## config.mk

```make
export PLATFORM = sky130hd
export DESIGN_NAME = gsr_remote_status
export DESIGN_NICKNAME = d
export VERILOG_FILES = /design/src/logic/gsr_pkg.sv /design/src/logic/gsr_remote_status.sv /design/src/logic/gsr_resp_tx.sv
export SDC_FILE = /design/constraint.sdc
export NUM_CORES = 1
export LEC_CHECK = 0
export BUFFER_PORTS_ARGS = -buffer_cell sky130_fd_sc_hd__buf_2
export CAP_MARGIN = 0
export CORE_UTILIZATION = 45
export CTS_CLUSTER_SIZE = 10
export DETAILED_ROUTE_END_ITERATION = 6
export PLACE_DENSITY_LB_ADDON = 0.1
export SLEW_MARGIN = 20
export SYNTH_ARGS = -nofsm -noshare
export SYNTH_HDL_FRONTEND = slang
export SYNTH_HIERARCHICAL = 1
export SYNTH_SLANG_ARGS = --single-unit
```

## constraint.sdc

```tcl
create_clock -name clk_sys -period 6.5 [get_ports clk_sys]
set_clock_uncertainty 0.2 [all_clocks]
set_input_delay 1.3 -clock clk_sys [delete_from_list [all_inputs] [get_ports clk_sys]]
set_output_delay 1.3 -clock clk_sys [all_outputs]
set_load 0.05 [all_outputs]
```

## src/logic/gsr_pkg.sv

```systemverilog
`default_nettype none

package gsr_pkg;

	// ****************************************
	// Register port geometry and map
	// ****************************************
	localparam int         ADDR_W     = 4;
	localparam int         DATA_W     = 8;
	localparam logic [3:0] REG_STB    = 4'h0;
	localparam logic [3:0] REG_SRE    = 4'h1;
	localparam logic [3:0] REG_ESR    = 4'h2;
	localparam logic [3:0] REG_ESE    = 4'h3;
	localparam logic [3:0] REG_OPC    = 4'h4;
	localparam logic [3:0] REG_OPV    = 4'h5;
	localparam logic [3:0] REG_OPN    = 4'h6;
	localparam logic [3:0] REG_ERC    = 4'h7;
	localparam logic [3:0] REG_ERV    = 4'h8;
	localparam logic [3:0] REG_ERN    = 4'h9;
	localparam logic [3:0] REG_STATE  = 4'hA;
	localparam logic [3:0] REG_CTRL   = 4'hB;
	localparam logic [7:0] REG_RST    = 8'h00;

	// ****************************************
	// Field positions
	// ****************************************
	localparam int STB_ERR_BIT   = 2;
	localparam int STB_MAV_BIT   = 4;
	localparam int STB_ESB_BIT   = 5;
	localparam int STB_RQS_BIT   = 6;
	localparam int STB_OPS_BIT   = 7;
	localparam int ESR_CME_BIT   = 5;
	localparam int CTRL_CLS_BIT  = 0;
	localparam int CTRL_ABT_BIT  = 1;
	localparam int ST_REMOTE_BIT = 0;
	localparam int ST_LOCK_BIT   = 1;
	localparam int ST_LISTEN_BIT = 2;
	localparam int ST_TALK_BIT   = 3;
	localparam int ST_SPOLL_BIT  = 4;
	localparam int ST_RESP_BIT   = 5;
	localparam int ST_BUSY_BIT   = 6;

	// ****************************************
	// Bus command bytes (ATN asserted)
	// ****************************************
	localparam logic [7:0] CMD_GTL    = 8'h01;
	localparam logic [7:0] CMD_SDC    = 8'h04;
	localparam logic [7:0] CMD_LLO    = 8'h11;
	localparam logic [7:0] CMD_DCL    = 8'h14;
	localparam logic [7:0] CMD_SPE    = 8'h18;
	localparam logic [7:0] CMD_SPD    = 8'h19;
	localparam logic [7:0] CMD_UNL    = 8'h3F;
	localparam logic [7:0] CMD_UNT    = 8'h5F;
	localparam logic [2:0] LAG_PFX    = 3'h1;
	localparam logic [2:0] TAG_PFX    = 3'h2;
	localparam logic [7:0] CMD_MASK   = 8'h7F;

	// ****************************************
	// Message characters and mnemonics
	// ****************************************
	localparam logic [7:0]  CH_STAR   = 8'h2A;
	localparam logic [7:0]  CH_QMARK  = 8'h3F;
	localparam logic [7:0]  CH_SEMI   = 8'h3B;
	localparam logic [7:0]  CH_SPACE  = 8'h20;
	localparam logic [7:0]  CH_CR     = 8'h0D;
	localparam logic [7:0]  CH_LF     = 8'h0A;
	localparam logic [7:0]  CH_ZERO   = 8'h30;
	localparam logic [7:0]  CH_NINE   = 8'h39;
	localparam logic [23:0] MN_CLS    = 24'h434C53;
	localparam logic [23:0] MN_ESR    = 24'h455352;
	localparam logic [23:0] MN_ESE    = 24'h455345;
	localparam logic [23:0] MN_SRE    = 24'h535245;
	localparam logic [23:0] MN_STB    = 24'h535442;
	localparam logic [7:0]  MSG_MAX   = 8'hFF;
	localparam logic [11:0] ARG_MAX   = 12'h0FF;
	localparam logic [3:0]  DEC_BASE  = 4'hA;

	typedef enum logic [1:0] {PS_IDLE, PS_MNEM, PS_ARG, PS_SKIP} gsr_pst_t;

endpackage : gsr_pkg

`default_nettype wire

```

## src/logic/gsr_remote_status.sv

```systemverilog
`timescale 1ns/10ps
`default_nettype none

module gsr_remote_status
	import gsr_pkg::*;
#(
	parameter int SYNC_W = 5
)(
	input  wire logic                      clk_sys,
	input  wire logic                      resetn,
	input  wire logic [gsr_pkg::ADDR_W-1:0] reg_addr,
	input  wire logic [gsr_pkg::DATA_W-1:0] reg_wdata,
	input  wire logic                      reg_wr,
	input  wire logic                      reg_rd,
	output var  logic [gsr_pkg::DATA_W-1:0] reg_rdata_ff,
	input  wire logic [4:0]                dev_addr,
	input  wire logic                      bus_ren_n,
	input  wire logic                      bus_ifc_n,
	input  wire logic                      local_key,
	input  wire logic                      remote_key,
	input  wire logic                      key_press,
	input  wire logic                      rx_valid,
	input  wire logic [7:0]                rx_data,
	input  wire logic                      rx_atn,
	input  wire logic                      link_atn,
	input  wire logic                      tx_ready,
	output var  logic                      tx_valid_ff,
	output var  logic [7:0]                tx_data_ff,
	output var  logic                      tx_last_ff,
	output var  logic                      srq_o_ff,
	output var  logic                      srq_oe_n_ff,
	output var  logic                      remote_led_ff,
	output var  logic                      lockout_ff,
	output var  logic                      key_accept_ff,
	input  wire logic [7:0]                std_evt,
	input  wire logic [7:0]                op_cond,
	input  wire logic [7:0]                err_cond
);
	import gsr_pkg::*;

	// ****************************************
	// Declarations
	// ****************************************
	logic [SYNC_W-1:0] sync1_ff;
	logic [SYNC_W-1:0] sync2_ff;
	logic [SYNC_W-1:0] prev_ff;
	logic              ren;
	logic              ifc;
	logic              ren_rise;
	logic              local_rise;
	logic              remote_rise;
	logic              key_rise;
	logic              listen_ff;
	logic              talk_ff;
	logic              spoll_ff;
	logic              spoll_sent_ff;
	gsr_pst_t          pst_ff;
	logic [7:0]        len_ff;
	logic [23:0]       mnem_ff;
	logic              qry_ff;
	logic [7:0]        arg_ff;
	logic [11:0]       nxt_arg;
	logic [7:0]        esr_ff;
	logic [7:0]        ese_ff;
	logic [7:0]        sre_ff;
	logic [7:0]        opv_ff;
	logic [7:0]        opn_ff;
	logic [7:0]        erv_ff;
	logic [7:0]        ern_ff;
	logic [7:0]        opc_prev_ff;
	logic [7:0]        erc_prev_ff;
	logic [7:0]        resp_val_ff;
	logic              resp_pend_ff;
	logic [7:0]        cmd7;
	logic              atn_byte;
	logic              dat;
	logic              term;
	logic              is_mla;
	logic              is_mta;
	logic              other_ta;
	logic              dcl_exec;
	logic              gtl_exec;
	logic              clr_all;
	logic              exec;
	logic              cls_exec;
	logic              esr_q;
	logic              known;
	logic              qry_hit;
	logic [7:0]        qry_val;
	logic              ovf;
	logic              ctrl_wr;
	logic              ctrl_cls;
	logic              ctrl_abt;
	logic              rd_esr;
	logic              rd_opv;
	logic              rd_erv;
	logic [7:0]        stb;
	logic              mss;
	logic              tx_start;
	logic              tx_raw;
	logic [7:0]        tx_val;

	// ****************************************
	// Pin synchronisers and edges
	// ****************************************
	always_ff @(posedge clk_sys) begin
		if (!resetn) begin
			sync1_ff <= '0;
			sync2_ff <= '0;
			prev_ff  <= '0;
		end else begin
			sync1_ff <= {key_press, remote_key, local_key, ~bus_ifc_n, ~bus_ren_n};
			sync2_ff <= sync1_ff;
			prev_ff  <= sync2_ff;
		end
	end

	assign ren         = sync2_ff[0];
	assign ifc         = sync2_ff[1];
	assign ren_rise    = sync2_ff[0] & ~prev_ff[0];
	assign local_rise  = sync2_ff[2] & ~prev_ff[2];
	assign remote_rise = sync2_ff[3] & ~prev_ff[3];
	assign key_rise    = sync2_ff[4] & ~prev_ff[4];

	// ****************************************
	// Bus command decode
	// ****************************************
	// Commands only count when sent with ATN asserted
	assign cmd7     = rx_data & CMD_MASK;
	assign atn_byte = rx_valid & rx_atn;
	assign is_mla   = atn_byte && (cmd7 == {LAG_PFX, dev_addr});
	assign is_mta   = atn_byte && (cmd7 == {TAG_PFX, dev_addr});
	assign other_ta = atn_byte && (cmd7[6:5] == TAG_PFX[1:0]) && (cmd7 != CMD_UNT) && !is_mta;
	assign dcl_exec = atn_byte && ((cmd7 == CMD_DCL) || ((cmd7 == CMD_SDC) && listen_ff));
	assign gtl_exec = atn_byte && (cmd7 == CMD_GTL) && listen_ff;
	assign clr_all  = ifc || dcl_exec;

	// ****************************************
	// Addressing and serial poll
	// ****************************************
	always_ff @(posedge clk_sys) begin
		if (!resetn || ifc) begin
			listen_ff <= 1'b0;
			talk_ff   <= 1'b0;
		end else if (is_mla) begin
			listen_ff <= 1'b1;
			talk_ff   <= 1'b0;
		end else if (is_mta) begin
			talk_ff   <= 1'b1;
			listen_ff <= 1'b0;
		end else if (atn_byte && (cmd7 == CMD_UNL)) begin
			listen_ff <= 1'b0;
		end else if (atn_byte && (cmd7 == CMD_UNT || other_ta)) begin
			talk_ff <= 1'b0;
		end
	end

	always_ff @(posedge clk_sys) begin
		if (!resetn || ifc) begin
			spoll_ff      <= 1'b0;
			spoll_sent_ff <= 1'b0;
		end else begin
			if (atn_byte && cmd7 == CMD_SPE) begin
				spoll_ff <= 1'b1;
			end else if (atn_byte && cmd7 == CMD_SPD) begin
				spoll_ff <= 1'b0;
			end
			if (is_mta || (atn_byte && cmd7 == CMD_SPE)) begin
				spoll_sent_ff <= 1'b0;
			end else if (tx_start && tx_raw) begin
				spoll_sent_ff <= 1'b1;
			end
		end
	end

	// ****************************************
	// Remote and local state
	// ****************************************
	always_ff @(posedge clk_sys) begin
		if (!resetn || !ren) begin
			remote_led_ff <= 1'b0;
			lockout_ff    <= 1'b0;
		end else begin
			if (atn_byte && cmd7 == CMD_LLO) begin
				lockout_ff <= 1'b1;
			end
			if (gtl_exec) begin
				remote_led_ff <= 1'b0;
			end else if (ren_rise || remote_rise) begin
				remote_led_ff <= 1'b1;
			end else if (local_rise && !lockout_ff) begin
				remote_led_ff <= 1'b0;
			end
		end
	end

	always_ff @(posedge clk_sys) begin
		if (!resetn) begin
			key_accept_ff <= 1'b0;
		end else begin
			key_accept_ff <= key_rise && !remote_led_ff && !lockout_ff;
		end
	end

	// ****************************************
	// Message string parser
	// ****************************************
	assign dat  = rx_valid && !rx_atn && listen_ff;
	assign term = (rx_data == CH_LF) || (rx_data == CH_SEMI);
	assign nxt_arg = (12'(arg_ff) * 12'(DEC_BASE)) + 12'(rx_data - CH_ZERO);
	assign ovf  = dat && (rx_data != CH_LF) && (len_ff == MSG_MAX);

	always_ff @(posedge clk_sys) begin
		if (!resetn || clr_all) begin
			pst_ff  <= PS_IDLE;
			len_ff  <= REG_RST;
			mnem_ff <= '0;
			qry_ff  <= 1'b0;
			arg_ff  <= REG_RST;
		end else if (dat) begin
			if (rx_data == CH_LF) begin
				len_ff <= REG_RST;
			end else if (len_ff != MSG_MAX) begin
				len_ff <= len_ff + 8'h01;
			end
			unique case (pst_ff)
				PS_IDLE: begin
					if (rx_data == CH_STAR) begin
						pst_ff  <= PS_MNEM;
						mnem_ff <= '0;
						qry_ff  <= 1'b0;
						arg_ff  <= REG_RST;
					end else if (!term && rx_data != CH_CR && rx_data != CH_SPACE) begin
						pst_ff <= PS_SKIP;
					end
				end
				PS_MNEM: begin
					if (term) begin
						pst_ff <= PS_IDLE;
					end else if (rx_data == CH_QMARK) begin
						qry_ff <= 1'b1;
					end else if (rx_data == CH_SPACE) begin
						pst_ff <= PS_ARG;
					end else if (rx_data != CH_CR) begin
						mnem_ff <= {mnem_ff[15:0], rx_data};
					end
				end
				PS_ARG: begin
					if (term) begin
						pst_ff <= PS_IDLE;
					end else if (rx_data >= CH_ZERO && rx_data <= CH_NINE) begin
						arg_ff <= (nxt_arg > ARG_MAX) ? ARG_MAX[7:0] : nxt_arg[7:0];
					end
				end
				PS_SKIP: begin
					if (term) begin
						pst_ff <= PS_IDLE;
					end
				end
			endcase
		end
	end

	// ****************************************
	// Common command execution
	// ****************************************
	assign exec     = dat && term && (pst_ff == PS_MNEM || pst_ff == PS_ARG);
	assign cls_exec = exec && !qry_ff && (mnem_ff == MN_CLS);
	assign esr_q    = exec && qry_ff && (mnem_ff == MN_ESR);
	assign qry_hit  = exec && qry_ff &&
		(mnem_ff == MN_ESR || mnem_ff == MN_ESE || mnem_ff == MN_SRE || mnem_ff == MN_STB);
	assign known    = qry_hit || cls_exec ||
		(!qry_ff && (mnem_ff == MN_ESE || mnem_ff == MN_SRE));

	// query value is the register's binary weighted sum
	always_comb begin
		qry_val = stb;
		if (mnem_ff == MN_ESR) begin
			qry_val = esr_ff;
		end else if (mnem_ff == MN_ESE) begin
			qry_val = ese_ff;
		end else if (mnem_ff == MN_SRE) begin
			qry_val = sre_ff;
		end
	end

	assign ctrl_wr  = reg_wr && (reg_addr == REG_CTRL);
	assign ctrl_cls = ctrl_wr && reg_wdata[CTRL_CLS_BIT];
	assign ctrl_abt = ctrl_wr && reg_wdata[CTRL_ABT_BIT];
	assign rd_esr   = reg_rd && (reg_addr == REG_ESR);
	assign rd_opv   = reg_rd && (reg_addr == REG_OPV);
	assign rd_erv   = reg_rd && (reg_addr == REG_ERV);

	// ****************************************
	// Event and enable registers
	// ****************************************
	// latch events, clear by query, register read or clear-status
	always_ff @(posedge clk_sys) begin
		if (!resetn) begin
			esr_ff <= REG_RST;
		end else begin
			esr_ff <= (esr_ff & ~{8{cls_exec | esr_q | ctrl_cls | rd_esr}})
				| std_evt | (8'((exec && !known) || ovf) << ESR_CME_BIT);
		end
	end

	// condition rising edges latch into events
	always_ff @(posedge clk_sys) begin
		if (!resetn) begin
			opc_prev_ff <= REG_RST;
			erc_prev_ff <= REG_RST;
			opv_ff      <= REG_RST;
			erv_ff      <= REG_RST;
		end else begin
			opc_prev_ff <= op_cond;
			erc_prev_ff <= err_cond;
			opv_ff <= (opv_ff & ~{8{cls_exec | ctrl_cls | rd_opv}}) | (op_cond & ~opc_prev_ff);
			erv_ff <= (erv_ff & ~{8{cls_exec | ctrl_cls | rd_erv}}) | (err_cond & ~erc_prev_ff);
		end
	end

	// enable registers, the only writable ones besides REG_CTRL
	always_ff @(posedge clk_sys) begin
		if (!resetn) begin
			ese_ff <= REG_RST;
			sre_ff <= REG_RST;
			opn_ff <= REG_RST;
			ern_ff <= REG_RST;
		end else begin
			if (reg_wr && reg_addr == REG_ESE) begin
				ese_ff <= reg_wdata;
			end else if (exec && !qry_ff && mnem_ff == MN_ESE) begin
				ese_ff <= arg_ff;
			end
			if (reg_wr && reg_addr == REG_SRE) begin
				sre_ff <= reg_wdata;
			end else if (exec && !qry_ff && mnem_ff == MN_SRE) begin
				sre_ff <= arg_ff;
			end
			if (reg_wr && reg_addr == REG_OPN) begin
				opn_ff <= reg_wdata;
			end
			if (reg_wr && reg_addr == REG_ERN) begin
				ern_ff <= reg_wdata;
			end
		end
	end

	// ****************************************
	// Status byte and service request
	// ****************************************
	// summaries and master summary
	always_comb begin
		stb               = REG_RST;
		stb[STB_ERR_BIT]  = |(erv_ff & ern_ff);
		stb[STB_MAV_BIT]  = resp_pend_ff;
		stb[STB_ESB_BIT]  = |(esr_ff & ese_ff);
		stb[STB_OPS_BIT]  = |(opv_ff & opn_ff);
		mss               = |(stb & sre_ff);
		stb[STB_RQS_BIT]  = mss;
	end

	always_ff @(posedge clk_sys) begin
		if (!resetn) begin
			srq_o_ff    <= 1'b0;
			srq_oe_n_ff <= 1'b1;
		end else begin
			srq_o_ff    <= 1'b0;
			srq_oe_n_ff <= ~mss;
		end
	end

	// ****************************************
	// Response handling
	// ****************************************
	// query only prepares; last one wins
	always_ff @(posedge clk_sys) begin
		if (!resetn || clr_all) begin
			resp_val_ff  <= REG_RST;
			resp_pend_ff <= 1'b0;
		end else if (qry_hit) begin
			resp_val_ff  <= qry_val;
			resp_pend_ff <= 1'b1;
		end else if (tx_start && !tx_raw) begin
			resp_pend_ff <= 1'b0;
		end
	end

	// send only when addressed to talk
	assign tx_raw   = spoll_ff;
	assign tx_val   = spoll_ff ? stb : resp_val_ff;
	assign tx_start = talk_ff && !link_atn && !tx_valid_ff && !clr_all &&
		(spoll_ff ? !spoll_sent_ff : resp_pend_ff);

	gsr_resp_tx u_tx (
		.clk_sys     (clk_sys),
		.resetn      (resetn),
		.start       (tx_start),
		.raw         (tx_raw),
		.value       (tx_val),
		.abort       (clr_all | ctrl_abt | !talk_ff),
		.tx_ready    (tx_ready),
		.tx_valid_ff (tx_valid_ff),
		.tx_data_ff  (tx_data_ff),
		.tx_last_ff  (tx_last_ff)
	);

	// ****************************************
	// Register read port
	// ****************************************
	always_ff @(posedge clk_sys) begin
		if (!resetn || !reg_rd) begin
			reg_rdata_ff <= REG_RST;
		end else begin
			unique case (reg_addr)
				REG_STB:   reg_rdata_ff <= stb;
				REG_SRE:   reg_rdata_ff <= sre_ff;
				REG_ESR:   reg_rdata_ff <= esr_ff;
				REG_ESE:   reg_rdata_ff <= ese_ff;
				REG_OPC:   reg_rdata_ff <= op_cond;
				REG_OPV:   reg_rdata_ff <= opv_ff;
				REG_OPN:   reg_rdata_ff <= opn_ff;
				REG_ERC:   reg_rdata_ff <= err_cond;
				REG_ERV:   reg_rdata_ff <= erv_ff;
				REG_ERN:   reg_rdata_ff <= ern_ff;
				REG_STATE: reg_rdata_ff <= {1'b0, tx_valid_ff, resp_pend_ff, spoll_ff,
					talk_ff, listen_ff, lockout_ff, remote_led_ff};
				default:   reg_rdata_ff <= REG_RST;
			endcase
		end
	end

endmodule : gsr_remote_status

`default_nettype wire

```

## src/logic/gsr_resp_tx.sv

```systemverilog
`timescale 1ns/10ps
`default_nettype none

module gsr_resp_tx
	import gsr_pkg::*;
(
	input  wire logic        clk_sys,
	input  wire logic        resetn,
	input  wire logic        start,
	input  wire logic        raw,
	input  wire logic [7:0]  value,
	input  wire logic        abort,
	input  wire logic        tx_ready,
	output var  logic        tx_valid_ff,
	output var  logic [7:0]  tx_data_ff,
	output var  logic        tx_last_ff
);
	import gsr_pkg::*;

	localparam int N = 5;

	logic [7:0] buf_ff [N];
	logic [2:0] cnt_ff;
	logic [2:0] idx_ff;
	logic [7:0] nxt_buf [N];
	logic [2:0] nxt_cnt;
	logic [3:0] d_h;
	logic [3:0] d_t;
	logic [3:0] d_o;
	logic [2:0] nxt_idx;

	// ****************************************
	// Response image: decimal digits then CR LF, or one raw byte
	// ****************************************
	always_comb begin
		d_h = 4'(value / 8'd100);
		d_t = 4'((value / 8'd10) % 8'd10);
		d_o = 4'(value % 8'd10);
		for (int i = 0; i < N; i++) begin
			nxt_buf[i] = CH_LF;
		end
		if (raw) begin
			nxt_buf[0] = value;
			nxt_cnt    = 3'd1;
		end else if (d_h != 4'h0) begin
			nxt_buf[0] = CH_ZERO | {4'h0, d_h};
			nxt_buf[1] = CH_ZERO | {4'h0, d_t};
			nxt_buf[2] = CH_ZERO | {4'h0, d_o};
			nxt_buf[3] = CH_CR;
			nxt_cnt    = 3'd5;
		end else if (d_t != 4'h0) begin
			nxt_buf[0] = CH_ZERO | {4'h0, d_t};
			nxt_buf[1] = CH_ZERO | {4'h0, d_o};
			nxt_buf[2] = CH_CR;
			nxt_cnt    = 3'd4;
		end else begin
			nxt_buf[0] = CH_ZERO | {4'h0, d_o};
			nxt_buf[1] = CH_CR;
			nxt_cnt    = 3'd3;
		end
		nxt_idx = idx_ff + 3'd1;
	end

	always_ff @(posedge clk_sys) begin
		if (!resetn || abort) begin
			tx_valid_ff <= 1'b0;
			tx_data_ff  <= REG_RST;
			tx_last_ff  <= 1'b0;
			idx_ff      <= 3'd0;
			cnt_ff      <= 3'd0;
		end else if (start && !tx_valid_ff) begin
			buf_ff      <= nxt_buf;
			cnt_ff      <= nxt_cnt;
			idx_ff      <= 3'd0;
			tx_valid_ff <= 1'b1;
			tx_data_ff  <= nxt_buf[0];
			tx_last_ff  <= (nxt_cnt == 3'd1);
		end else if (tx_valid_ff && tx_ready) begin
			idx_ff <= nxt_idx;
			if (nxt_idx == cnt_ff) begin
				tx_valid_ff <= 1'b0;
				tx_last_ff  <= 1'b0;
			end else begin
				tx_data_ff <= buf_ff[nxt_idx];
				tx_last_ff <= (nxt_idx + 3'd1 == cnt_ff);
			end
		end
	end

endmodule : gsr_resp_tx

`default_nettype wire

```

**After elaboration in Yosys (flattened, before gate mapping)**

Index checks and enable logic that the tools add are counted.

- Bits of input ports: 62
- Word-level logic and storage cells: 340
- Register bits after elaboration: 203

- Multiplexer cells: 66
- Bitwise gates (word level): 40
- Multiply operators: 1
- Divide/modulo/power cells: 4
- Order comparisons: 4
- Reductions and logical operators: 123
- Add/subtract/negate cells: 5
- Eq/ne operators: 58

Operator list:

| cell | count |
|---|---|
| 8-bit two-way mux | 20 |
| 24-bit two-way mux | 6 |
| 24-bit by 23-bit equality test with 1-bit output (second input constant) | 5 |
| 8-bit one-hot mux with 11 select lines | 1 |
| 8-bit AND | 9 |
| 1-bit logical AND | 53 |
| 24-bit one-hot mux with 2 select lines | 1 |
| 8-bit NOT | 5 |
| 8-bit by 6-bit equality test with 1-bit output (second input constant) | 4 |
| 8-bit OR reduction | 4 |
| 7-bit by 5-bit equality test with 1-bit output (second input constant) | 4 |
| 8-bit binary-select mux with 3-bit select | 1 |
| 8-bit OR | 3 |
| 1-bit two-way mux | 22 |
| 2-bit nonzero test | 11 |
| 1-bit logical OR | 19 |
| 2-bit != test (second input constant) | 9 |
| 4-bit by 3-bit equality test with 1-bit output (second input constant) | 4 |
| 4-bit equality test (second input constant) | 4 |
| 1-bit logical NOT | 16 |
| 8-bit by 4-bit remainder unit with 8-bit output (second input constant) | 2 |
| 8-bit by 4-bit != test with 1-bit output (second input constant) | 2 |
| 8-bit one-hot mux with 2 select lines | 1 |
| 3-bit two-way mux | 5 |
| other kinds (47) | 90 |

**Logic depth before layout (Yosys ltp)**

Gate-level depths: netlist of run 1.

- Depth after elaboration: 14
- Depth in mapped cells: 22
- Mapped depth without buffers: 20

**Hierarchy**

The synthesis of run 1 kept the hierarchy.

By module, submodules not included:

| module | cells an instance | sequential area each (µm²) | area each (µm²) | instances |
|---|---|---|---|---|
| gsr_remote_status | 963 | 3083.0 | 8508.2 | 1 |
| gsr_resp_tx | 335 | 890.9 | 2857.7 | 1 |

**Least setup slack after synthesis of run 1**

No wires, ideal clock.

- Kind: reg2reg
- From: reg erv_ff[4]
- To: reg u_tx/buf_ff[25] (netlist bit), data pin
- Cell stages (with the launch flop): 21
- Path slack: 1.595 ns
- Setup time: 0.261 ns
- Arrival: 4.444 ns
- Clock period less this slack: 4.905 ns
- Cell sequence: dfxtp_1 > a22oi_1 > a41oi_1 > or4b_2 > mux2_2 > buf_2 > o32a_1 > o21ai_1 > ha_1 > and2_1 > o311ai_0 > a21o_1 > nor4_4 > nor3_1 > ha_1 > inv_1 > o41ai_1 > o21a_1 > buf_6 > nand3_2 > a221o_1

- Word-level cells in the longest chain between the ends: 10
- Elaborated cells on any way between the ends: 13

Ends and longest elaborated chain:

| item | RTL line | RTL |
|---|---|---|
| start: declaration | gsr_remote_status.sv:68 | `logic [7:0] erv_ff;` |
| start signal: assignment | gsr_remote_status.sv:318 | `erv_ff <= (erv_ff & ~{8{cls_exec \| ctrl_cls \| rd_erv}}) \| (err_cond & ~erc_prev_ff);` |
| 8-bit AND * | gsr_remote_status.sv:355 | `stb[STB_ERR_BIT] = \|(erv_ff & ern_ff);` |
| 8-bit OR reduction * | gsr_remote_status.sv:355 |  |
| 8-bit AND * | gsr_remote_status.sv:359 | `mss = \|(stb & sre_ff);` |
| 8-bit OR reduction * | gsr_remote_status.sv:359 |  |
| 8-bit two-way mux * | gsr_remote_status.sv:391 | `assign tx_val = spoll_ff ? stb : resp_val_ff;` |
| net tx_val[6] | gsr_remote_status.sv:101 | `logic [7:0] tx_val;` |
| 8-bit by 4-bit divider with 8-bit output | gsr_resp_tx.sv:37 | `d_t = 4'((value / 8'd10) % 8'd10);` |
| 8-bit by 4-bit remainder unit with 8-bit output | gsr_resp_tx.sv:37 |  |
| 4-bit nonzero test | gsr_resp_tx.sv:51 | `end else if (d_t != 4'h0) begin` |
| 12-bit two-way mux | gsr_resp_tx.sv:51 |  |
| 24-bit two-way mux * | gsr_resp_tx.sv:45 | `end else if (d_h != 4'h0) begin` |
| end signal: assignment | gsr_resp_tx.sv:72 | `buf_ff <= nxt_buf;` |
| end: declaration | gsr_resp_tx.sv:22 | `logic [7:0] buf_ff [N];` |

Mark *: on every way through the listed nets, which the timed path passes. The rest lies on a longest branch.
A chain may end at the register's enable or synchronous reset.

**Final worst setup path of run 1**

- From: reg erv_ff[2]
- To: reg u_tx/buf_ff[25] (netlist bit), data pin

The elaborated chain is that of the path after synthesis.

==> out/qor.yml, run 1 <==
critical_path:
  cp-end-kind: "flop"
  r2r_slack_ns: 0.65
  critical_path_class: "reg -> reg"
  critPathMaxFanout: 15
  critPathRequiredTime_ns: 6.51
  reg2reg_depth: 20
  crit_arrival_ns: 5.86
  r2r_end: "u_tx/buf_ff[25]$_SDFFCE_PP1P_"
  worstReg2RegStart: "erv_ff[2]$_SDFF_PN0_"
  start_kind: "flop"
detailed_routing:
  post_drt_wl_per_cell_um: 20.0
  drtIter0Drc: 1096
  avgViaCountPerCell: 6.00
  routed_wl_um: 33500
  drt_drc_violations_left: 0
  ant_nets: 0
  num_vias: 10100
  first_pass_iters: 7
floorplanning:
  num_rows: 57
  die_area_mm2: 0.0259
  die_h_um: 161
  io_pins: 85
  core_mm2: 0.0245
  start_util_pct: 46.3
  die_x_um: 161
synth:
  seq_area_frac_synth_pct: 35.0
  postSynthCellCount: 1298
  yosysWarnings: 6
  ys_ff_latch: 189
  synthFlopType: "dfxtp_1"
  syn_area_mm2: 0.0114
  ys_async_sr_fraction_pct: 0
  ys_types: 112
  syn_area_per_cell_um2: 8.76
  syn_nets: 1402
  synth_edf_count: 19
clock_network:
  cts_hold_buf: 0
  clk_pin_slew_ns: 0.09
  cts_sinks: 189
  cts_resized: 0
  root_buffer: "clkbuf_16"
  cts_tree: "done"
  cts_buffers: 17
  clkLatencyLatePin_ns: 0.46
  cts-htree-levels: 4
  post_cts_buffers: 0
  cts.path.max_buffers: 2
power_and_ir_drop:
  fin_total_pwr_mw: 2.50
  p_leak_nw: 5.04
  p_per_area_mw_per_mm2: 199
  peakVddDrop_uv: 133
sta:
  slew_violations: 0
  setup_viol: 0
  period_share_pct: 90.0
  hold_slack_ns: 0.197
  maxSlewHeadroom_pct: 33.7
  rsz0062_at_grt: "false"
  worst_pin_slew_ns: 0.987
  fin_tns_setup_ns: 0
  hold_viol_final: 0
  post-route-min-period_ns: 5.85
  fmax_mhz: 171
run_status:
  status: "completed"
grt:
  grt_pass1_vias: 9397
  grt_pass1_wl_um: 53000
  overflow: 0
  track_usage_pct: 26.1
  grt_antenna_before_repair: 0
  grt_max_degree: 67
placed_design:
  placed_cell_area_mm2: 0.0119
  place.gp.congestion: 0.966
  numPortBuffers: 83
  dp_hpwl_um: 24800
finish:
  nFillCells: 2363
  syn2layout_area_growth_pct: 10.4
  drive_gt1_share_pct: 14.2
  design_area_mm2: 0.0125
  layout_commonest_cell: "dfxtp_1"
  final_cell_mix: "170 x dfxtp_1, 103 x nand2_1, 95 x a21oi_1"
  fin_nets: 1444
  antenna_cells: 0
min_path:
  min_to: "key_accept_ff$_SDFF_PN0_"
  holdCritPathClass: "reg -> reg"
  hp-start: "prev_ff[4]$_SDFF_PN0_"
  holdPathStages: 1
job:
  maxCapViolations: 0
-- worst max-delay path by stage --
stage                                 startpoint  slack, ns                       endpoint  cells past startpoint
after global placement      opv_ff[0]$_SDFF_PN0_       0.86  u_tx/buf_ff[25]$_SDFFCE_PP1P_                     20
after global routing        opv_ff[0]$_SDFF_PN0_       0.26  u_tx/buf_ff[25]$_SDFFCE_PP1P_                     20
after CTS                 opn_ff[0]$_SDFFE_PN0P_       0.71  u_tx/buf_ff[25]$_SDFFCE_PP1P_                     20
after detailed placement  opn_ff[0]$_SDFFE_PN0P_       0.73  u_tx/buf_ff[25]$_SDFFCE_PP1P_                     20
final                       erv_ff[2]$_SDFF_PN0_       0.65  u_tx/buf_ff[25]$_SDFFCE_PP1P_                     20
after floorplan             erv_ff[4]$_SDFF_PN0_       1.59  u_tx/buf_ff[25]$_SDFFCE_PP1P_                     20
-- power breakdown --
part,leakage [nW],internal (mW),switching [mW],total [mW]
Sequential,1.55,1.20,0.0207,1.22
Clock,0.297,0.525,0.556,1.08
Combinational,3.19,0.0719,0.128,0.200
Total,5.04,1.80,0.704,2.50
-- state kept, by name, indices dropped and copies added, names as in the netlist, 2 cells and up --
name and count:
opv_ff 8, len_ff 8, sre_ff 8, u_tx/tx_data_ff 8, esr_ff 8, pst_ff 2, mnem_ff 24, u_tx/idx_ff 3
u_tx/cnt_ff 3, ese_ff 8, sync2_ff 5, u_tx/buf_ff 19, resp_val_ff 8, erc_prev_ff 8, arg_ff 8, reg_rdata_ff 8
ern_ff 8, sync1_ff 5, opn_ff 8, prev_ff 4, opc_prev_ff 8, erv_ff 8
-- through the flow --
step	worst slack, ns	util [%]	instances
after floorplan	1.59	-	1298
after detailed placement	0.732	48.6	1645
after global routing	0.260	51.1	1677
final	0.651	51.1	1677
after CTS	0.710	51.1	1677
after global placement	0.862	48.6	1645
-- final cells by class --
type	count	area, µm²	share of cell area [%]
Clock buffer	17	425	3.39
Clock inverter	15	190	1.52
Inverter	57	214	1.71
Multi-Input combinational cell	983	6850	54.6
Sequential cell	189	3970	31.7
Tap cell	324	405	3.23
Timing Repair Buffer	92	483	3.85
-- routing by layer --
metal | track usage (%) | vias to the layer above | wire length (µm)
li1 | - | 4874 | -
met1 | 36.8 | 4742 | 15700
met2 | 40.4 | 384 | 14700
met3 | 4.65 | 58 | 2330
met4 | 8.40 | 0 | 716
met5 | 0 | - | 0
-- cells in the mapped netlist, drive strengths merged (6+ instances only) --
| master | count | area, µm² |
|---|---|---|
| ha | 40 | 500 |
| a31oi | 26 | 190 |
| o21ai | 65 | 337 |
| a21oi | 96 | 484 |
| and3 | 17 | 118 |
| mux2 | 16 | 180 |
| o211a | 16 | 160 |
| a211oi | 8 | 65.1 |
| nor3 | 21 | 110 |
| xnor2 | 19 | 166 |
| nand4 | 11 | 68.8 |
| nor2 | 93 | 364 |
| xor2 | 12 | 105 |
| a221oi | 8 | 76.3 |
| nor2b | 47 | 294 |
| nand3 | 50 | 260 |
| o211ai | 7 | 52.6 |
| or3 | 9 | 66.3 |
| a22oi | 24 | 180 |
| o22ai | 6 | 37.5 |
| buf | 35 | 203 |
| a32oi | 6 | 52.6 |
| a21o | 12 | 90.1 |
| and2 | 42 | 263 |
| clkbuf | 34 | 128 |
| nand2b | 14 | 87.6 |
| nor4 | 10 | 120 |
| mux2i | 48 | 493 |
| inv | 57 | 214 |
| a21boi | 12 | 90.1 |
| a22o | 20 | 175 |
| dfxtp | 170 | 3400 |
| nand2 | 104 | 393 |
| edfxtp | 19 | 571 |
| nand3b | 10 | 78.8 |
| nor3b | 6 | 45.0 |
-- critical path, cell delays in order (launching register included) --
cell and delay (ns):
dfxtp_1 0.34, a22oi_1 0.29, a41oi_1 0.18, or4b_2 0.78
mux2_2 0.43, nand2b_1 0.22, a21oi_1 0.22, a2111oi_0 0.14
o21ai_1 0.28, ha_1 0.22, and2_1 0.15, o311ai_0 0.13
a21o_1 0.23, nor4_4 0.28, nor3_1 0.13, ha_1 0.29
inv_1 0.04, o41ai_1 0.05, o21a_1 0.45, nand3_2 0.22
a221o_1 0.34
-- cells by family after synthesis --
group | synth area share [%]
and+or+nand+nor | 23.2
AOI/OAI and AO/OA | 23.0
DFF | 35.0
buffers and inverters | 4.79
muxes | 6.52
adders and majority gates | 4.84
xor gates and xnor gates | 2.59
other | 0.0330
Power figures use the tool's default switching activity.
==> inputs of run 2 (changes only) <==
- CORE_UTILIZATION: 45 -> 61
==> out/qor.yml, run 2 (same netlist as run 1, synthesis figures left out) <==
run_status:
  status: "complete, but fails checks"
  violations: "design-rule violations"
placed_design:
  dp_hpwl_um: 23400  # -5.8%
  dpl_worst_slack_ns: 0.739  # +0.00724 ns
  place.gp.congestion: 0.968  # +0.25%
  numPortBuffers: 83  # unchanged
finish:
  layout_commonest_cell: "dfxtp_1"
  reg.largest.list: "mnem_ff x24, u_tx/buf_ff x19"
  regMostFlops: "mnem_ff"
  syn2layout_area_growth_pct: 9.19
  nFillCells: 1528  # -35%
  largest_register_ffs: 24  # unchanged
  drive_gt1_share_pct: 14.1  # -0.063 points
  fin_nets: 1443  # -0.069%
  final_cell_mix: "170 x dfxtp_1, 103 x nand2_1, 94 x a21oi_1"
  antenna_cells: 0  # unchanged
clock_network:
  clkLatencyLatePin_ns: 0.44  # -0.02 ns
  post_cts_buffers: 0  # unchanged
  cts.path.max_buffers: 2  # unchanged
  cts_buffers: 17  # unchanged
  root_buffer: "clkbuf_16"
  cts-htree-levels: 4  # unchanged
  clk_pin_slew_ns: 0.08  # about the same
  cts_sinks: 189  # unchanged
  cts_hold_buf: 0  # unchanged
  cts_resized: 0  # unchanged
  cts_tree: "done"
floorplanning:
  io_pins: 85  # unchanged
  core_mm2: 0.0181  # -26%
  die_area_mm2: 0.0192  # -26%
  die_x_um: 139  # -14%
  num_rows: 49  # -14%
  start_util_pct: 62.8  # +17 points
  die_h_um: 139  # -14%
sta:
  fmax_mhz: 170  # -0.59%
  fin_tns_setup_ns: 0  # unchanged
  rsz0062_at_grt: "false"
  maxSlewHeadroom_pct: 30.3  # -3.5 points
  post-route-min-period_ns: 5.88  # +0.0349 ns
  period_share_pct: 90.5  # +0.54 points
  worst_pin_slew_ns: 1.04  # +0.0517 ns
  setup_viol: 0  # unchanged
  slew_violations: 0  # unchanged
  hold_viol_final: 0  # unchanged
  timing.final.ws_setup_ns: 0.616  # -0.0349 ns
grt:
  overflow: 0  # unchanged
  grt_antenna_before_repair: 0  # unchanged
  grt_pass1_vias: 9544  # +1.6%
  track_usage_pct: 33.7  # +7.5 points
  grt_pass1_wl_um: 51200  # -3.4%
  grt_max_degree: 48  # -28%
critical_path:
  path_cells: "a22oi_1 > a41oi_1 > or4b_2 > mux2_2 > nand2b_1 > a21oi_1 > a2111oi_0 > o21ai_1 > ha_1 > and2_1 > o311ai_0 > a21o_1 > nor4_4 > nor3_1 > ha_1 > inv_1 > o41ai_1 > o21a_1 > nand3_2 > a221o_1"
  worstReg2RegStart: "opn_ff[0]$_SDFFE_PN0P_"
  reg2reg_depth: 20  # unchanged
  start_kind: "flop"
  endpoint: "u_tx/buf_ff[25]$_SDFFCE_PP1P_"
  r2r_end: "u_tx/buf_ff[25]$_SDFFCE_PP1P_"
  critPathMaxFanout: 15  # unchanged
  cp_num_cells: 20  # unchanged
  critical_path.startpoint: "opn_ff[0]$_SDFFE_PN0P_"
  crit_arrival_ns: 5.87  # about the same
  critPathRequiredTime_ns: 6.49  # -0.02 ns
  cpLargestDelayFamily: "compound AO/OA/AOI/OAI gates"
  cp-end-kind: "flop"
  critPathBufInv: 1  # unchanged
  cpMaxStageDelayCell: "or4b_2"
  cpMostUsedCell: "ha_1"
  r2r_slack_ns: 0.62  # -0.03 ns
  slowest_delay_ns: 0.76  # -0.02 ns
  critical_path_class: "reg -> reg"
power_and_ir_drop:
  peakVddDrop_uv: 181  # +35%
  p_leak_nw: 5.03  # -0.31%
  p_per_area_mw_per_mm2: 199  # about the same
detailed_routing:
  drt_drc_violations_left: 31  # +31
  ant_nets: 0  # unchanged
  routed_wl_um: 32000  # -4.4%
  post_drt_wl_per_cell_um: 20.2  # +1.4%
  drtIter0Drc: 1100  # +0.36%
  avgViaCountPerCell: 6.55  # +9.2%
  first_pass_iters: 7  # unchanged
  num_vias: 10400  # +2.9%
job:
  maxCapViolations: 0  # unchanged
min_path:
  holdCritPathClass: "reg -> reg"
[run 2: area by class of cell]
class                   count  area (µm²)  share of cell area [%]
clock buffers              18         429                    3.46
well taps                 229         287                    2.31
multi-input cells         983        6860                    55.2
flip-flops and latches    189        3970                    32.0
inverters                  57         214                    1.72
repair buffers             91         475                    3.83
clock inverters            14         176                    1.42
[run 2: worst min path at each step]
stage | from | to | slack, ns | cells past startpoint
floorplan | prev_ff[4]$_SDFF_PN0_ | key_accept_ff$_SDFF_PN0_ | 0.17 | 1
global placement | prev_ff[4]$_SDFF_PN0_ | key_accept_ff$_SDFF_PN0_ | 0.18 | 1
detailed placement | prev_ff[4]$_SDFF_PN0_ | key_accept_ff$_SDFF_PN0_ | 0.20 | 1
CTS | prev_ff[4]$_SDFF_PN0_ | key_accept_ff$_SDFF_PN0_ | 0.22 | 1
global route | prev_ff[4]$_SDFF_PN0_ | key_accept_ff$_SDFF_PN0_ | 0.23 | 1
finish | prev_ff[4]$_SDFF_PN0_ | key_accept_ff$_SDFF_PN0_ | 0.22 | 1
[run 2: worst register-to-register path: cells and delay by family (launching register included)]
family / cells / cell delay, ns
compound gates: 10 / 2.31
simple gates: 6 / 1.78
fa+ha+maj: 2 / 0.51
mux: 1 / 0.43
flops: 1 / 0.34
buf+inv: 1 / 0.04
[run 2: per-layer routing]
metal	global-route usage [%]	up-vias	wire, µm
li1	-	4871	-
met1	47.7	4849	14100
met2	50.8	564	13900
met3	6.89	68	3180
met4	11.9	0	797
met5	0	-	0
[run 2: report_power, final]
| part | switching (mW) | internal (mW) |
|---|---|---|
| clock network | 0.533 | 0.521 |
| logic | 0.127 | 0.0720 |
| registers | 0.0205 | 1.20 |
| total | 0.680 | 1.79 |
[run 2: metrics by stage]
| stage | hold WS, ns | util (%) | total power, mW | std cells | area, µm² |
|---|---|---|---|---|---|
| after global routing | 0.235 | 68.6 | 2.54 | 1581 | 12400 |
| after CTS | 0.217 | 68.6 | 2.47 | 1581 | 12400 |
| final | 0.217 | 68.6 | 2.47 | 1581 | 12400 |
| after detailed placement | 0.200 | 65.2 | 1.44 | 1549 | 11800 |
| after global placement | 0.179 | 65.2 | 1.44 | 1549 | 11800 |
| after floorplan | 0.174 | - | 1.36 | 1298 | 11400 |
==> inputs of run 3 (changes only) <==
- CORE_UTILIZATION: 61 -> 55
- clock period: 6.5 -> 5.37 ns (I/O delays scaled with it)
==> out/qor.yml, run 3 (same netlist as run 1, synthesis figures left out) <==
placed_design:
  numPortBuffers: 83  # unchanged
  dpl_worst_slack_ns: 0.0805  # -0.659 ns
  dp_hpwl_um: 24100  # +3.0%
  place.gp.congestion: 0.930  # -3.9%
  place_inst: 1612  # +4.1%
finish:
  fin_cells: 1646  # +4.1%
  fin_nets: 1467  # +1.7%
  multiInputGateArea_mm2: 0.00692  # +0.89%
  nFillCells: 1814  # +19%
  reg.largest.list: "mnem_ff x24, u_tx/buf_ff x19"
  antenna_cells: 0  # unchanged
  syn2layout_area_growth_pct: 11.5
  final_cell_mix: "170 x dfxtp_1, 103 x nand2_1, 94 x a21oi_1"
  layout_commonest_cell: "dfxtp_1"
  drive_gt1_share_pct: 16.6  # +2.4 points
  seqCellArea_mm2: 0.00397  # unchanged
  largest_register_ffs: 24  # unchanged
  regMostFlops: "mnem_ff"
clock_network:
  cts.path.max_buffers: 2  # unchanged
  cts_buffers: 17  # unchanged
  cts_sinks: 189  # unchanged
  cts-htree-levels: 4  # unchanged
  cts_hold_buf: 0  # unchanged
  clkLatencyLatePin_ns: 0.44  # about the same
  root_buffer: "clkbuf_16"
  clk_pin_slew_ns: 0.08  # about the same
  cts_tree: "done"
detailed_routing:
  routed_wl_um: 32500  # +1.6%
  first_pass_iters: 6  # -1
  drt_drc_violations_left: 0  # -100%
  ant_nets: 0  # unchanged
  avgViaCountPerCell: 6.27  # -4.2%
  num_vias: 10300  # -0.28%
  post_drt_wl_per_cell_um: 19.8  # -2.4%
  drtIter0Drc: 805  # -27%
grt:
  grt_pass1_vias: 9495  # -0.51%
  overflow: 0  # unchanged
  grt_antenna_before_repair: 0  # unchanged
  track_usage_pct: 30.8  # -2.9 points
  grt_max_degree: 62  # +29%
  grt_pass1_wl_um: 52100  # +1.6%
min_path:
  hp-start: "prev_ff[4]$_SDFF_PN0_"
  holdCritPathClass: "reg -> reg"
  min_to: "key_accept_ff$_SDFF_PN0_"
  holdPathStages: 1  # unchanged
floorplanning:
  start_util_pct: 56.2  # -6.7 points
  die_x_um: 146  # +5.2%
  die_area_mm2: 0.0212  # +11%
  num_rows: 52  # +6.1%
  core_mm2: 0.0202  # +12%
  die_h_um: 146  # +5.2%
  io_pins: 85  # unchanged
power_and_ir_drop:
  intPower_mw: 2.16  # +21%
  p_sw_share_pct: 27.2  # -0.33 points
  peakVddDrop_uv: 200  # +11%
  power_switching_mw: 0.807  # +19%
  power_frac_clock_pct: 42.0  # -0.6 points
  p_seq_share_pct: 49.8  # +0.4 points
  p_leak_nw: 5.14  # +2.2%
  p_comb_share_pct: 8.2  # about the same
  p_per_area_mw_per_mm2: 235  # +18%
critical_path:
  reg2reg_depth: 21  # +5.0%
  r2r_slack_ns: 0.19  # -0.43 ns
  critPathMaxFanout: 5  # -10
  critPathRequiredTime_ns: 5.36  # -1.13 ns
  worstReg2RegStart: "opv_ff[0]$_SDFF_PN0_"
  crit_arrival_ns: 5.18  # -0.69 ns
  cpMaxStageDelayCell: "or4b_2"
  slowest_delay_ns: 0.72  # -0.04 ns
  cp-end-kind: "flop"
  critical_path_class: "reg -> reg"
  cpMostUsedCell: "ha_1"
  r2r_end: "u_tx/buf_ff[25]$_SDFFCE_PP1P_"
  path_cells: "a22oi_2 > a41oi_2 > or4b_2 > mux2_2 > nand2b_1 > a21oi_2 > a2111oi_2 > buf_4 > o21ai_1 > ha_1 > and2_1 > o311ai_0 > a21o_1 > nor4_4 > nor3_1 > ha_1 > inv_1 > o41ai_1 > o21a_2 > nand3_2 > a221o_1"
  start_kind: "flop"
sta:
  setup_viol: 0  # unchanged
  maxSlewHeadroom_pct: 35.4  # +5.1 points
  period_share_pct: 96.5  # +6.0 points
  fin_tns_setup_ns: 0  # unchanged
  slew_violations: 0  # unchanged
  worst_pin_slew_ns: 0.962  # -0.0775 ns
  post-route-min-period_ns: 5.18  # -0.702 ns
  hold_viol_final: 0  # unchanged
  timing.final.ws_setup_ns: 0.188  # -0.428 ns
  fmax_mhz: 193  # +14%
job:
  maxCapViolations: 0  # unchanged
run_status:
  status: "completed"
run 3: cell type report:
| type | instances | share of cell area [%] |
|---|---|---|
| multi-input cells | 983 | 54.6 |
| well taps | 270 | 2.67 |
| clock inverters | 15 | 1.17 |
| flip-flops and latches | 189 | 31.4 |
| repair buffers | 115 | 5.17 |
| clock buffers | 17 | 3.36 |
| inverters | 57 | 1.69 |
run 3: critical path, delay by kind of cell, from the launching register on:
kind                       cells  cell delay [ns]
buffers and inverters          2             0.19
AOI/OAI and AO/OA             10             1.86
adders and majority gates      2             0.46
and+or+nand+nor                6             1.55
muxes                          1             0.35
DFF                            1             0.33
run 3: how the worst max path moves through the flow:
stage	startpoint	end	slack [ns]
2_1_floorplan	erv_ff[4]$_SDFF_PN0_	u_tx/buf_ff[25]$_SDFFCE_PP1P_	0.46
3_5_place_dp	opn_ff[0]$_SDFFE_PN0P_	u_tx/buf_ff[35]$_DFFE_PP_	0.08
4_1_cts	opn_ff[0]$_SDFFE_PN0P_	u_tx/buf_ff[35]$_DFFE_PP_	0.05
6_report	opv_ff[0]$_SDFF_PN0_	u_tx/buf_ff[25]$_SDFFCE_PP1P_	0.19
5_1_grt	opv_ff[0]$_SDFF_PN0_	u_tx/buf_ff[25]$_SDFFCE_PP1P_	-0.04
3_3_place_gp	opv_ff[0]$_SDFF_PN0_	u_tx/buf_ff[35]$_DFFE_PP_	0.14
run 3: power groups by stage:
| stage | clock, mW | sequential (mW) | combinational [mW] |
|---|---|---|---|
| after global placement | 0 | 1.51 | 0.236 |
| after detailed placement | 0 | 1.51 | 0.235 |
| after floorplan | 0 | 1.51 | 0.144 |
| after global routing | 1.32 | 1.48 | 0.261 |
| final | 1.25 | 1.48 | 0.242 |
| after CTS | 1.26 | 1.48 | 0.237 |
run 3: what timing repair did:
action / in CTS / in global routing
endpoints found under the setup margin: 0 / 18
resized for setup: 0 / 14
hold endpoints to repair: 0 / 0
buffers inserted: 0 / 2
run 3: routing by layer:
metal,share of wire [%],wire [µm],track usage [%],up-vias
met5,0,0,0,-
met1,45,14700,45.0,4898
met4,1.8,590,9.05,0
met3,8.1,2640,3.95,54
li1,-,-,-,4921
met2,45,14600,47.3,450
run 3: per-stage QoR:
stage	hold slack, ns	power (mW)	cell area (µm²)	util (%)
CTS	0.203	2.97	12600	62.2
global route	0.243	3.06	12700	62.6
floorplan	0.174	1.65	11400	-
detailed placement	0.182	1.74	12000	59.4
global placement	0.177	1.74	12000	59.4
finish	0.201	2.97	12700	62.6
